<file path="config.mk">
export PLATFORM = sky130hd
export DESIGN_NAME = agrc_ctrl
export DESIGN_NICKNAME = d
export VERILOG_FILES = /design/src/agrc_pkg.sv /design/src/agrc_conv_engine.sv /design/src/agrc_ctrl.sv
export SDC_FILE = /design/constraint.sdc
export NUM_CORES = 1
export LEC_CHECK = 0
export BUFFER_PORTS_ARGS = -buffer_cell sky130_fd_sc_hd__buf_2
export CORE_ASPECT_RATIO = 1.2
export CORE_UTILIZATION = 53
export DETAILED_ROUTE_END_ITERATION = 8
export GPL_TIMING_DRIVEN = 0
export PLACE_DENSITY = 0.78
export SETUP_SLACK_MARGIN = 0.02
export SLEW_MARGIN = 10
export SYNTH_ARGS = -nofsm -noshare
export SYNTH_HDL_FRONTEND = slang
export SYNTH_SLANG_ARGS = --single-unit
</file>
<file path="constraint.sdc">
create_clock -name i_sys_clk -period 2.3 [get_ports i_sys_clk]
set_input_delay 0.345 -clock i_sys_clk [delete_from_list [all_inputs] [get_ports i_sys_clk]]
set_output_delay 0.345 -clock i_sys_clk [all_outputs]
set_load 0.01 [all_outputs]
</file>
<file path="src/agrc_pkg.sv">
package agrc_pkg;

    // ************************************************************
    // bus and register map
    // ************************************************************
    localparam int unsigned AGRC_ADDR_W   = 12;
    localparam int unsigned AGRC_DATA_W   = 32;
    localparam int unsigned AGRC_MAX_CONV = 4;

    localparam logic [11:0] AGRC_OFF_CTRL   = 12'h000;
    localparam logic [11:0] AGRC_OFF_STATUS = 12'h004;
    localparam logic [11:0] AGRC_OFF_MODE   = 12'h008;
    localparam logic [3:0][11:0] AGRC_OFF_CFG = {12'h0DC, 12'h098, 12'h054, 12'h010};

    // ************************************************************
    // field positions
    // ************************************************************
    localparam int unsigned AGRC_CONV_REQ_LSB = 0;
    localparam int unsigned AGRC_RST_REQ_LSB  = 16;
    localparam int unsigned AGRC_BUSY_LSB     = 0;
    localparam int unsigned AGRC_SEQ_MODE_LSB = 0;
    localparam int unsigned AGRC_CFG_NUM_LSB  = 24;
    localparam int unsigned AGRC_CFG_MODE_BIT = 27;

    // ************************************************************
    // reset values
    // ************************************************************
    localparam logic [31:0] AGRC_CTRL_RST     = 32'h0000_0000;
    localparam logic [3:0]  AGRC_SEQ_MODE_RST = 4'h0;
    localparam logic        AGRC_IN_MODE_RST  = 1'b1;
    localparam logic [2:0]  AGRC_NUM_CH_RST   = 3'h7;

    // ************************************************************
    // timing
    // ************************************************************
    localparam int unsigned AGRC_CLK_PERIOD_PS = 4000;
    localparam int unsigned AGRC_RST_PULSE_NS  = 100;
    localparam int unsigned AGRC_RST_WAIT_NS   = 1000;
    localparam int unsigned AGRC_CNT_W         = 16;
    localparam logic [15:0] AGRC_RST_PULSE_CYC =
        16'((AGRC_RST_PULSE_NS * 1000 + AGRC_CLK_PERIOD_PS - 1) / AGRC_CLK_PERIOD_PS);
    localparam logic [15:0] AGRC_RST_WAIT_CYC  =
        16'((AGRC_RST_WAIT_NS * 1000 + AGRC_CLK_PERIOD_PS - 1) / AGRC_CLK_PERIOD_PS);

    // ************************************************************
    // types
    // ************************************************************
    typedef enum logic {
        AGRC_XFER_CFG,
        AGRC_XFER_CONV
    } agrc_xfer_kind_t;

    typedef struct packed {
        logic       in_mode;
        logic [2:0] num_ch;
    } agrc_cfg_t;

    typedef struct packed {
        logic            req;
        agrc_xfer_kind_t kind;
        logic [2:0]      chan;
        agrc_cfg_t       cfg;
    } agrc_xfer_t;

    typedef struct packed {
        logic [AGRC_ADDR_W-1:0] addr;
        logic [AGRC_DATA_W-1:0] wdata;
        logic                   wr;
        logic                   rd;
    } agrc_bus_t;

endpackage : agrc_pkg

</file>
<file path="src/agrc_conv_engine.sv">
`timescale 1ns/1ps

module agrc_conv_engine
    import agrc_pkg::*;
(
    // clock and reset
    input  wire logic       i_sys_clk,
    input  wire logic       i_rst_b,
    // requests and settings from the register file
    input  wire logic       i_rst_req,
    input  wire logic       i_conv_req,
    input  wire logic       i_seq_mode,
    input  wire logic       i_cfg_write,
    input  wire agrc_cfg_t  i_cfg,
    output logic            o_rst_ack,
    output logic            o_conv_ack,
    // converter side
    input  wire logic       i_xfer_done,
    output agrc_xfer_t      o_xfer,
    output logic            o_conv_reset,
    output logic            o_busy
);

    typedef enum logic [2:0] {
        ENG_IDLE,
        ENG_RST_PULSE,
        ENG_RST_WAIT,
        ENG_CFG,
        ENG_CONV
    } agrc_eng_st_t;

    typedef struct packed {
        agrc_eng_st_t           st;
        logic [AGRC_CNT_W-1:0]  cnt;
        logic [2:0]             last;
        logic                   cfg_pend;
        logic                   rst_pin;
        logic                   busy;
        agrc_xfer_t             xfer;
    } agrc_eng_t;

    agrc_eng_t eng_reg;
    agrc_eng_t eng_next;
    logic [2:0] last_chan;

    // differential mode ignores the top bit of the channel count
    assign last_chan = i_cfg.in_mode ? i_cfg.num_ch : {1'b0, i_cfg.num_ch[1:0]}; // RULE15

    assign o_rst_ack  = i_rst_req;                                        // RULE9
    assign o_conv_ack = i_conv_req & (i_seq_mode                          // RULE14
                        | (eng_reg.st == ENG_IDLE & ~eng_reg.cfg_pend & ~i_rst_req)); // RULE12

    always_comb
    begin
        eng_next = eng_reg;
        case (eng_reg.st)
            ENG_IDLE:
            begin
                if (eng_reg.cfg_pend)
                begin
                    eng_next.st       = ENG_CFG;
                    eng_next.cfg_pend = 1'b0;
                    eng_next.xfer     = '{req: 1'b1, kind: AGRC_XFER_CFG, chan: 3'h0, cfg: i_cfg};
                end
                else if (o_conv_ack & ~i_seq_mode)                        // RULE11
                begin
                    eng_next.st   = ENG_CONV;
                    eng_next.last = last_chan;
                    eng_next.xfer = '{req: 1'b1, kind: AGRC_XFER_CONV, chan: 3'h0,
                                      cfg: i_cfg};                                  // RULE16
                end
            end
            ENG_RST_PULSE:
            begin
                eng_next.cnt = eng_reg.cnt - 1'b1;
                if (eng_reg.cnt == '0)
                begin
                    eng_next.rst_pin = 1'b0;
                    eng_next.st      = ENG_RST_WAIT;
                    eng_next.cnt     = AGRC_RST_WAIT_CYC - 1'b1;
                end
            end
            ENG_RST_WAIT:
            begin
                eng_next.cnt = eng_reg.cnt - 1'b1;
                if (eng_reg.cnt == '0)
                begin
                    // auto-configuration with the current register contents
                    eng_next.st   = ENG_CFG;                                   // RULE8
                    eng_next.xfer = '{req: 1'b1, kind: AGRC_XFER_CFG, chan: 3'h0,
                                      cfg: i_cfg};                                  // RULE19
                end
            end
            ENG_CFG:
            begin
                if (i_xfer_done)
                begin
                    eng_next.st       = ENG_IDLE;
                    eng_next.xfer.req = 1'b0;
                end
            end
            ENG_CONV:
            begin
                if (i_xfer_done)
                begin
                    if (eng_reg.xfer.chan == eng_reg.last)
                    begin
                        eng_next.st       = ENG_IDLE;
                        eng_next.xfer.req = 1'b0;
                    end
                    else
                    begin
                        eng_next.xfer.chan = eng_reg.xfer.chan + 1'b1;        // RULE16
                    end
                end
            end
            default:
            begin
                eng_next.st = ENG_IDLE;
            end
        endcase
        if (i_cfg_write)
        begin
            eng_next.cfg_pend = 1'b1;
        end
        // reset aborts whatever is running; its auto-config covers a pending one
        if (i_rst_req)
        begin
            eng_next.st       = ENG_RST_PULSE;
            eng_next.cnt      = AGRC_RST_PULSE_CYC - 1'b1;
            eng_next.rst_pin  = 1'b1;                                     // RULE7
            eng_next.cfg_pend = 1'b0;
            eng_next.xfer.req = 1'b0;
        end
        eng_next.busy = (eng_next.st != ENG_IDLE) | eng_next.cfg_pend;   // RULE10
    end

    always_ff @(posedge i_sys_clk or negedge i_rst_b)
    begin
        if (!i_rst_b)
        begin
            eng_reg <= '{st: ENG_IDLE, xfer: '{kind: AGRC_XFER_CFG, default: '0}, default: '0};
        end
        else
        begin
            eng_reg <= eng_next;
        end
    end

    assign o_xfer       = eng_reg.xfer;
    assign o_conv_reset = eng_reg.rst_pin;
    assign o_busy       = eng_reg.busy;                                   // RULE18

endmodule : agrc_conv_engine

</file>
<file path="src/agrc_ctrl.sv">
`timescale 1ns/1ps

// Notes on behaviour
// RULE1: reserved bits read back as zero here; software must not rely on it.
// RULE2: software writes zero to reserved bits; writes there are ignored.
// RULE3: status flags are set by hardware only, cleared by a written one; here busy is cleared by hardware and status writes are ignored.
// RULE4: request bits are set by a written one, cleared only by hardware.
// RULE5: reset requests sit at bits 16 to 19, converter 1 lowest.
// RULE6: conversion requests sit at bits 0 to 3, converter 1 lowest.
// RULE7: a reset request drives the matching converter's reset pin.
// RULE8: after the reset phase the converter is configured automatically.
// RULE9: reset request bits clear themselves once taken.
// RULE10: busy covers reset pulse plus auto-configuration, drops when both finish.
// RULE11: manual mode: a written one starts one conversion event.
// RULE12: conversion request bit clears itself once accepted.
// RULE13: software should see busy clear before requesting a conversion.
// RULE14: sequencer mode: conversion request does nothing and clears at once.
// RULE15: an event converts exactly the configured number of active channels.
// RULE16: channels convert from channel 0 upward.
// RULE17: two-converter build leaves converters 3 and 4 unimplemented.
// RULE18: status busy bits 0 to 3 show sampling, transfer, reset or config.
// RULE19: auto-configuration sends the current configuration register contents.
// RULE20: writing zero to a request bit changes nothing.
module agrc_ctrl
    import agrc_pkg::*;
#(
    parameter int unsigned NUM_CONV = AGRC_MAX_CONV
)
(
    // clock and reset
    input  wire logic                        i_sys_clk,
    input  wire logic                        i_rst_b,
    // register port
    input  wire logic [AGRC_ADDR_W-1:0]      i_addr,
    input  wire logic [AGRC_DATA_W-1:0]      i_wdata,
    input  wire logic                        i_wr,
    input  wire logic                        i_rd,
    output logic      [AGRC_DATA_W-1:0]      o_rdata,
    // converter side
    input  wire logic [AGRC_MAX_CONV-1:0]    i_xfer_done,
    output agrc_xfer_t [AGRC_MAX_CONV-1:0]   o_xfer,
    output logic      [AGRC_MAX_CONV-1:0]    o_conv_reset
);

    // ************************************************************
    // state
    // ************************************************************
    typedef struct packed {
        logic [AGRC_MAX_CONV-1:0]            rst_req;
        logic [AGRC_MAX_CONV-1:0]            conv_req;
        logic [AGRC_MAX_CONV-1:0]            seq_mode;
        agrc_cfg_t [AGRC_MAX_CONV-1:0]       cfg;
        logic [AGRC_MAX_CONV-1:0]            cfg_wr;
        logic [AGRC_DATA_W-1:0]              rdata;
    } agrc_ctrl_t;

    agrc_ctrl_t ctl_reg;
    agrc_ctrl_t ctl_next;

    agrc_bus_t                 bus;
    logic [AGRC_MAX_CONV-1:0]  rst_ack;
    logic [AGRC_MAX_CONV-1:0]  conv_ack;
    logic [AGRC_MAX_CONV-1:0]  busy;
    logic [AGRC_MAX_CONV-1:0]  impl_mask;

    assign bus = '{addr: i_addr, wdata: i_wdata, wr: i_wr, rd: i_rd};

    // ************************************************************
    // per-converter engines
    // ************************************************************
    genvar g;
    generate
        for (g = 0; g < AGRC_MAX_CONV; g++)
        begin : g_conv
            if (g < NUM_CONV)
            begin : g_impl
                assign impl_mask[g] = 1'b1;
                agrc_conv_engine u_engine (
                    .i_sys_clk    (i_sys_clk),
                    .i_rst_b      (i_rst_b),
                    .i_rst_req    (ctl_reg.rst_req[g]),
                    .i_conv_req   (ctl_reg.conv_req[g]),
                    .i_seq_mode   (ctl_reg.seq_mode[g]),
                    .i_cfg_write  (ctl_reg.cfg_wr[g]),
                    .i_cfg        (ctl_reg.cfg[g]),
                    .o_rst_ack    (rst_ack[g]),
                    .o_conv_ack   (conv_ack[g]),
                    .i_xfer_done  (i_xfer_done[g]),
                    .o_xfer       (o_xfer[g]),
                    .o_conv_reset (o_conv_reset[g]),
                    .o_busy       (busy[g])
                );
            end
            else
            begin : g_absent
                // absent converters: request bits never set, outputs idle
                assign impl_mask[g]    = 1'b0;                            // RULE17
                assign rst_ack[g]      = 1'b0;
                assign conv_ack[g]     = 1'b0;
                assign busy[g]         = 1'b0;
                assign o_xfer[g]       = '{kind: AGRC_XFER_CFG, default: '0};
                assign o_conv_reset[g] = 1'b0;
            end
        end
    endgenerate

    // ************************************************************
    // register file
    // ************************************************************
    always_comb
    begin
        logic wr_ctrl;
        wr_ctrl  = bus.wr & (bus.addr == AGRC_OFF_CTRL);
        ctl_next = ctl_reg;
        ctl_next.cfg_wr = '0;
        ctl_next.rdata  = '0;

        // a new one written in the clearing cycle wins over the clear
        ctl_next.rst_req  = (ctl_reg.rst_req & ~rst_ack)                  // RULE9
                          | ({AGRC_MAX_CONV{wr_ctrl}}                     // RULE4
                          & bus.wdata[AGRC_RST_REQ_LSB +: AGRC_MAX_CONV]  // RULE5
                          & impl_mask);                                   // RULE20
        ctl_next.conv_req = (ctl_reg.conv_req & ~conv_ack)                // RULE12
                          | ({AGRC_MAX_CONV{wr_ctrl}}                     // RULE4
                          & bus.wdata[AGRC_CONV_REQ_LSB +: AGRC_MAX_CONV] // RULE6
                          & impl_mask);                                   // RULE20

        if (bus.wr & (bus.addr == AGRC_OFF_MODE))
        begin
            ctl_next.seq_mode = bus.wdata[AGRC_SEQ_MODE_LSB +: AGRC_MAX_CONV] & impl_mask;
        end
        for (int i = 0; i < AGRC_MAX_CONV; i++)
        begin
            if (bus.wr & (bus.addr == AGRC_OFF_CFG[i]) & impl_mask[i])
            begin
                ctl_next.cfg[i].in_mode = bus.wdata[AGRC_CFG_MODE_BIT];
                ctl_next.cfg[i].num_ch  = bus.wdata[AGRC_CFG_NUM_LSB +: 3];
                ctl_next.cfg_wr[i]      = 1'b1;
            end
        end

        // reserved and unmapped bits answer zero
        if (bus.rd)
        begin
            if (bus.addr == AGRC_OFF_CTRL)
            begin
                ctl_next.rdata[AGRC_RST_REQ_LSB +: AGRC_MAX_CONV]  = ctl_reg.rst_req;  // RULE1
                ctl_next.rdata[AGRC_CONV_REQ_LSB +: AGRC_MAX_CONV] = ctl_reg.conv_req;
            end
            else if (bus.addr == AGRC_OFF_STATUS)
            begin
                ctl_next.rdata[AGRC_BUSY_LSB +: AGRC_MAX_CONV] = busy;   // RULE18 RULE3
            end
            else if (bus.addr == AGRC_OFF_MODE)
            begin
                ctl_next.rdata[AGRC_SEQ_MODE_LSB +: AGRC_MAX_CONV] = ctl_reg.seq_mode;
            end
            else
            begin
                for (int i = 0; i < AGRC_MAX_CONV; i++)
                begin
                    if ((bus.addr == AGRC_OFF_CFG[i]) & impl_mask[i])
                    begin
                        ctl_next.rdata[AGRC_CFG_MODE_BIT]    = ctl_reg.cfg[i].in_mode;
                        ctl_next.rdata[AGRC_CFG_NUM_LSB +: 3] = ctl_reg.cfg[i].num_ch;
                    end
                end
            end
        end
    end

    always_ff @(posedge i_sys_clk or negedge i_rst_b)
    begin
        if (!i_rst_b)
        begin
            ctl_reg <= '{rst_req:  AGRC_CTRL_RST[AGRC_RST_REQ_LSB +: AGRC_MAX_CONV],
                         conv_req: AGRC_CTRL_RST[AGRC_CONV_REQ_LSB +: AGRC_MAX_CONV],
                         seq_mode: AGRC_SEQ_MODE_RST,
                         cfg:      {AGRC_MAX_CONV{AGRC_IN_MODE_RST, AGRC_NUM_CH_RST}},
                         cfg_wr:   '0,
                         rdata:    '0};
        end
        else
        begin
            ctl_reg <= ctl_next;
        end
    end

    assign o_rdata = ctl_reg.rdata;

endmodule : agrc_ctrl

</file>
==> results.cfg, run 1 <==
[global_routing]
grt_first_pass_wirelength_um = 34100
grt_max_degree = 110
antenna_found_initial = 2
grt_usage = 0.231
grt_overflow = 0
grt_pass1_vias = 7057

[power]
max-vdd-ir-drop_uv = 521
powerDensity_nw_per_um2 = 970
finalPower_mw = 10.8
p_leak_nw = 5.52

[floorplan]
io-pin-count = 124
core_area_um2 = 17500
die_w_um = 124
design.die.area_um2 = 18500
die_h_um = 149
rows = 53
start_util = 0.543

[routing]
via_per_inst = 5.56
topRoutingLayerUsed = met5
routed_wl_um = 20900
m1WireLength_um = 9050
post_drt_wl_per_cell_um = 15.8
drt_iter0_markers = 512
wl_met2_um = 10600
ant_nets = 0
drc = 0
dr_total_vias = 7342
wl_met3_um = 773
drt_first_pass_iters = 5

[layout]
drive_gt1_frac = 0.273
fin_area_um2 = 11200
syn_to_final_growth_pct = 17.5
largest_reg_flops = 92
final_core_util = 0.638
fin_cells = 1320
final_nets = 1146

[job]
drv_cap = 0

[synth]
ys.flop_type = dfrtp_1
yosys.area.top_type_share = 0.432
yosys_warnings = 0
synth.largest_area_cell = dfrtp_1
synthTopCellsByArea = dfrtp_1, buf_4, dfstp_2
yosys-top-cells-count = dfrtp_1, nor2_1, buf_4
synthCells = 948
ys_ff_latch = 180
ys_seq_area_frac = 0.476
yosysMostFrequentCell = dfrtp_1
async_flop_share = 1.00
synthesis.area_um2 = 9500
synth.avg_cell_area_um2 = 10.0
synth_edf_count = 0
ys_types = 77

[worst_hold_path]
holdPathEnd = ctl_reg[61]
hold_start = i_wdata[17]
holdCritPathClass = in -> reg
holdPathStages = 2

[sta]
max_slew_margin = 0.488
maxSlewViolCount = 0
period_share = 0.959
hold_viol_final = 0
clock_skew_ns = 0.00885
fin_crit_ns = 2.21
final-setup-viol-count = 0
worstMarginPinSlew_ns = 0.768
setup_slack_ns = 0.0944
hold_slack_ns = 0.153
fin_setup_tns_ns = 0
fmax_mhz = 453

[cts]
clk_latency_ns = 0.43
cts_sinks = 180
clk_pin_slew_ns = 0.07
numCtsBuffers = 17
clock_tree.root_cell = clkbuf_16
cts_tree = yes
clock_path_buffers = 2
htreeDepth = 4

[critical_path]
critPathBufInv = 0
rr_worst_depth = 5
critPathRequiredTime_ns = 2.62
r2r-start = g_conv[0].g_impl.u_engine.eng_reg[24]
worstPathArrival_ns = 2.52
cp-end-kind = flop
rrSetupSlack_ns = 0.09
crit_path_cell_trace = or4_4, or3_4, o21ai_4, o311ai_4, mux2_4
max_stage_delay_ns = 0.54
critPathTopFamily = simple AND/OR/NAND/NOR gates
cpMaxStageDelayCell = or4_4
start_kind = flop
r2r_end = g_conv[0].g_impl.u_engine.o_xfer[2]
path_max_fanout = 5
crit_type = reg -> reg

[placement]
place_ws_ns = -0.480
place.gp.congestion = 0.838
dpl-instance-area_um2 = 10300
dp.cells = 1271
portBuffers = 83
dp_hpwl_um = 14400

[outcome]
status = finished clean
[power breakdown]
part | internal, mW | switching [mW]
Sequential | 3.75 | 0.611
Combinational | 1.56 | 2.05
Clock | 1.60 | 1.26
Total | 6.90 | 3.93
[cell usage in the layout (no fill, tap or decap), types with 7 or more instances in the layout]
master,n
xnor2_1,24
xor2_1,38
o21ai_0,18
buf_2,87
a21oi_1,35
or4_1,10
buf_4,89
clkbuf_1,23
nor4_1,21
nand4_1,10
dfrtp_1,161
mux2_2,35
inv_1,29
clkbuf_16,17
nor2_1,104
and2_1,7
a22o_1,7
nand3_1,25
a211oi_1,7
dfstp_2,16
nor2b_1,13
or3_1,9
nor3_1,35
nand2b_1,13
nand2_1,59
a21o_1,14
conb_1,20
a222oi_1,8
and3_1,17
[worst max-delay path by stage]
| stage | startpoint | endpoint | cells past startpoint | slack, ns |
|---|---|---|---|---|
| final | g_conv[0].g_impl.u_engine.eng_reg[24] | g_conv[0].g_impl.u_engine.o_xfer[2] | 5 | 0.09 |
| after global placement | i_rst_b | g_conv[1].g_impl.u_engine.eng_reg[29] | 1 | -1.94 |
| after CTS | g_conv[0].g_impl.u_engine.eng_reg[25] | g_conv[0].g_impl.u_engine.o_xfer[2] | 6 | 0.02 |
| after floorplan | g_conv[0].g_impl.u_engine.eng_reg[22] | g_conv[0].g_impl.u_engine.o_xfer[0] | 6 | 0.06 |
| after global routing | g_conv[1].g_impl.u_engine.eng_reg[15] | g_conv[1].g_impl.u_engine.o_busy | 8 | -0.0004 |
| after detailed placement | i_addr[1] | ctl_reg[59] | 7 | -0.48 |
[what timing repair did]
item,4_1_cts,5_1_grt
pin swaps,6,8
gates resized for setup,6,22
hold buffers,1,0
cloned,1,0
hold endpoints to repair,70,0
setup endpoints to repair,58,69
setup buffers,10,8
[cell type report]
cell class | count | area, µm²
Fill cell | 1488 | 6340
Sequential cell | 180 | 4530
Multi-Input combinational cell | 652 | 4400
Buffer | 100 | 652
Timing Repair Buffer | 103 | 602
Clock buffer | 20 | 467
Tap cell | 220 | 275
Inverter | 32 | 120
Clock inverter | 12 | 118
Antenna cell | 1 | 2.50
[cell families (layout without fill, tap and decap cells)]
family	count (synthesis)	count (layout)	synth area share
and+or+nand+nor	372	372	0.209
DFF	180	180	0.476
AOI/OAI and AO/OA	141	142	0.106
buffers and inverters	136	267	0.0829
xor gates and xnor gates	62	62	0.0571
muxes	48	48	0.0581
adders and majority gates	8	8	0.0105
other	1	21	0.000395
[routing by layer]
layer  vias to the layer above  GRT usage
li1                       3553          -
met1                      3558      0.295
met2                       189      0.392
met4                         2     0.0904
met3                        40     0.0381
met5                         -          0
Note: power is estimated with default switching activity, not from simulation.
==> inputs of run 2 (changes only) <==
- CORE_MARGIN: default -> 10
==> run 2 against run 1 <==
Sequential share of layout area up 0.12 points. Global-route usage down 4.7 points. Maximum frequency down 1.3%. Clock skew about the same. Cell count down 0.15%. Critical path depth up 4. Die area up 28%. Combinational power about the same. Power down 0.22%.
==> results.cfg, run 2 (synthesis gave the netlist of run 1 again) <==
[layout]
largest_reg_flops = 92
final_common_cell = dfrtp_1
final_core_util = 0.633
fin_cells = 1318
final_cell_mix = dfrtp_1, nor2_1, buf_4
final_nets = 1144
syn_to_final_growth_pct = 17.1
drive_gt1_frac = 0.271

[global_routing]
grt_usage = 0.184
grt_first_pass_wirelength_um = 36100
grt_overflow = 0
grt_max_degree = 92
antenna_found_initial = 2
grt_pass1_vias = 7364

[critical_path]
crit_path_cell_trace = inv_1, ha_2, nor4b_4, nand4_1, buf_4, buf_4, nor4_1, or4_4, nand4bb_1
max_stage_delay_ns = 0.39
critPathRequiredTime_ns = 2.65
cp_common_cell = buf_4
cpMaxStageDelayCell = dfrtp_1
cp-end-kind = flop
crit_type = reg -> reg
path_max_fanout = 4
worstPathArrival_ns = 2.59
start_kind = flop

[outcome]
status = finished clean

[sta]
worstMarginPinSlew_ns = 0.814
max_slew_margin = 0.457
hold_viol_final = 0
fin_crit_ns = 2.23
period_share = 0.971
final-setup-viol-count = 0
maxSlewViolCount = 0
fmax_mhz = 448
clock_skew_ns = 0.00848

[cts]
cts_sinks = 180
numCtsBuffers = 17
cts_tree = yes
htreeDepth = 4
clock_tree.root_cell = clkbuf_16
clock_path_buffers = 2
clk_pin_slew_ns = 0.07
clk_latency_ns = 0.43

[power]
powerDensity_nw_per_um2 = 971
finalPower_mw = 10.8
pwr-share-seq = 0.404
p_leak_nw = 5.52
clkPwrFrac = 0.261
p_switching_mw = 3.90
max-vdd-ir-drop_uv = 517
swShare = 0.361
combPwrFrac = 0.334
internal-power_mw = 6.90

[floorplan]
start_util = 0.541
die_h_um = 167
rows = 53
io-pin-count = 124
core_area_um2 = 17600
die_w_um = 142
design.die.area_um2 = 23700

[placement]
portBuffers = 83
place.gp.congestion = 0.847
dp_hpwl_um = 15600
dp.cells = 1271

[routing]
drt_first_pass_iters = 6
drc = 0
via_per_inst = 5.58
ant_nets = 0
dr_total_vias = 7349
post_drt_wl_per_cell_um = 16.6
drt_iter0_markers = 508
routed_wl_um = 21900

[job]
drv_cap = 0

[worst_hold_path]
holdCritPathClass = in -> reg
run 2: layout make-up:
| class | count | area (µm²) |
|---|---|---|
| Buffer | 100 | 653 |
| Sequential cell | 180 | 4530 |
| Tap cell | 220 | 275 |
| Antenna cell | 1 | 2.50 |
| Clock inverter | 10 | 98.8 |
| Inverter | 32 | 124 |
| Clock buffer | 22 | 474 |
| Multi-Input combinational cell | 652 | 4390 |
| Fill cell | 1435 | 6450 |
| Timing Repair Buffer | 101 | 583 |
run 2: critical path, delay by kind of cell, from the launching register on:
family	cells	cell delay, ns
fa+ha+maj	1	0.21
buf+inv	3	0.44
flops	1	0.39
simple gates	5	1.11
run 2: routing by layer:
metal  global-route usage  vias to the layer above  share of wire  wire length, µm
met4               0.0534                        2          0.018              392
li1                     -                     3562              -                -
met3               0.0444                       35          0.050             1100
met5                    0                        -        0.00059               13
met1                0.221                     3567           0.41             9010
met2                0.316                      183           0.52            11400
run 2: per-stage QoR:
step           hold slack [ns]  worst slack (ns)  setup TNS [ns]  area [µm²]
2_1_floorplan           0.0494            0.0650               0        9580
3_3_place_gp             0.464             -1.98         -341.49       10300
3_5_place_dp             0.413            -0.461           -9.18       10300
4_1_cts                  0.130            0.0229               0       11000
5_1_grt                  0.143           -0.0125         -0.0125       11100
6_report                 0.150            0.0656               0       11100
run 2: power groups by stage:
stage / combinational, mW / clock (mW) / sequential, mW
after floorplan: 2.63 / 0 / 4.22
after CTS: 3.49 / 2.87 / 4.32
after detailed placement: 3.31 / 0 / 4.36
after global placement: 3.18 / 0 / 4.34
after global routing: 4.06 / 2.99 / 4.46
final: 3.61 / 2.82 / 4.37
run 2: what timing repair did:
| action | in CTS | in global routing |
|---|---|---|
| setup buffers | 10 | 6 |
| gates cloned | 1 | 0 |
| gates resized for setup | 8 | 18 |
| pin swaps | 5 | 8 |
| hold buffers | 1 | 0 |
| endpoints found under the setup margin | 55 | 52 |
| hold endpoints to repair | 84 | 0 |
run 2: path summary, 6_finish.rpt:
path,startpoint,to,slack [ns],cells after the start
worst max-delay path,g_conv[1].g_impl.u_engine.eng_reg[15],g_conv[1].g_impl.u_engine.o_busy,0.07,9
worst min-delay path,i_wdata[16],ctl_reg[60],0.15,2
worst max register to register,g_conv[1].g_impl.u_engine.eng_reg[15],g_conv[1].g_impl.u_engine.o_busy,0.07,9
worst min register to register,g_conv[0].g_impl.u_engine.o_conv_reset,g_conv[0].g_impl.u_engine.o_conv_reset,0.48,1
max in group asynchronous,i_rst_b,g_conv[1].g_impl.u_engine.eng_reg[32],0.87,3
min in group asynchronous,i_rst_b,g_conv[3].g_impl.u_engine.eng_reg[29],0.53,2
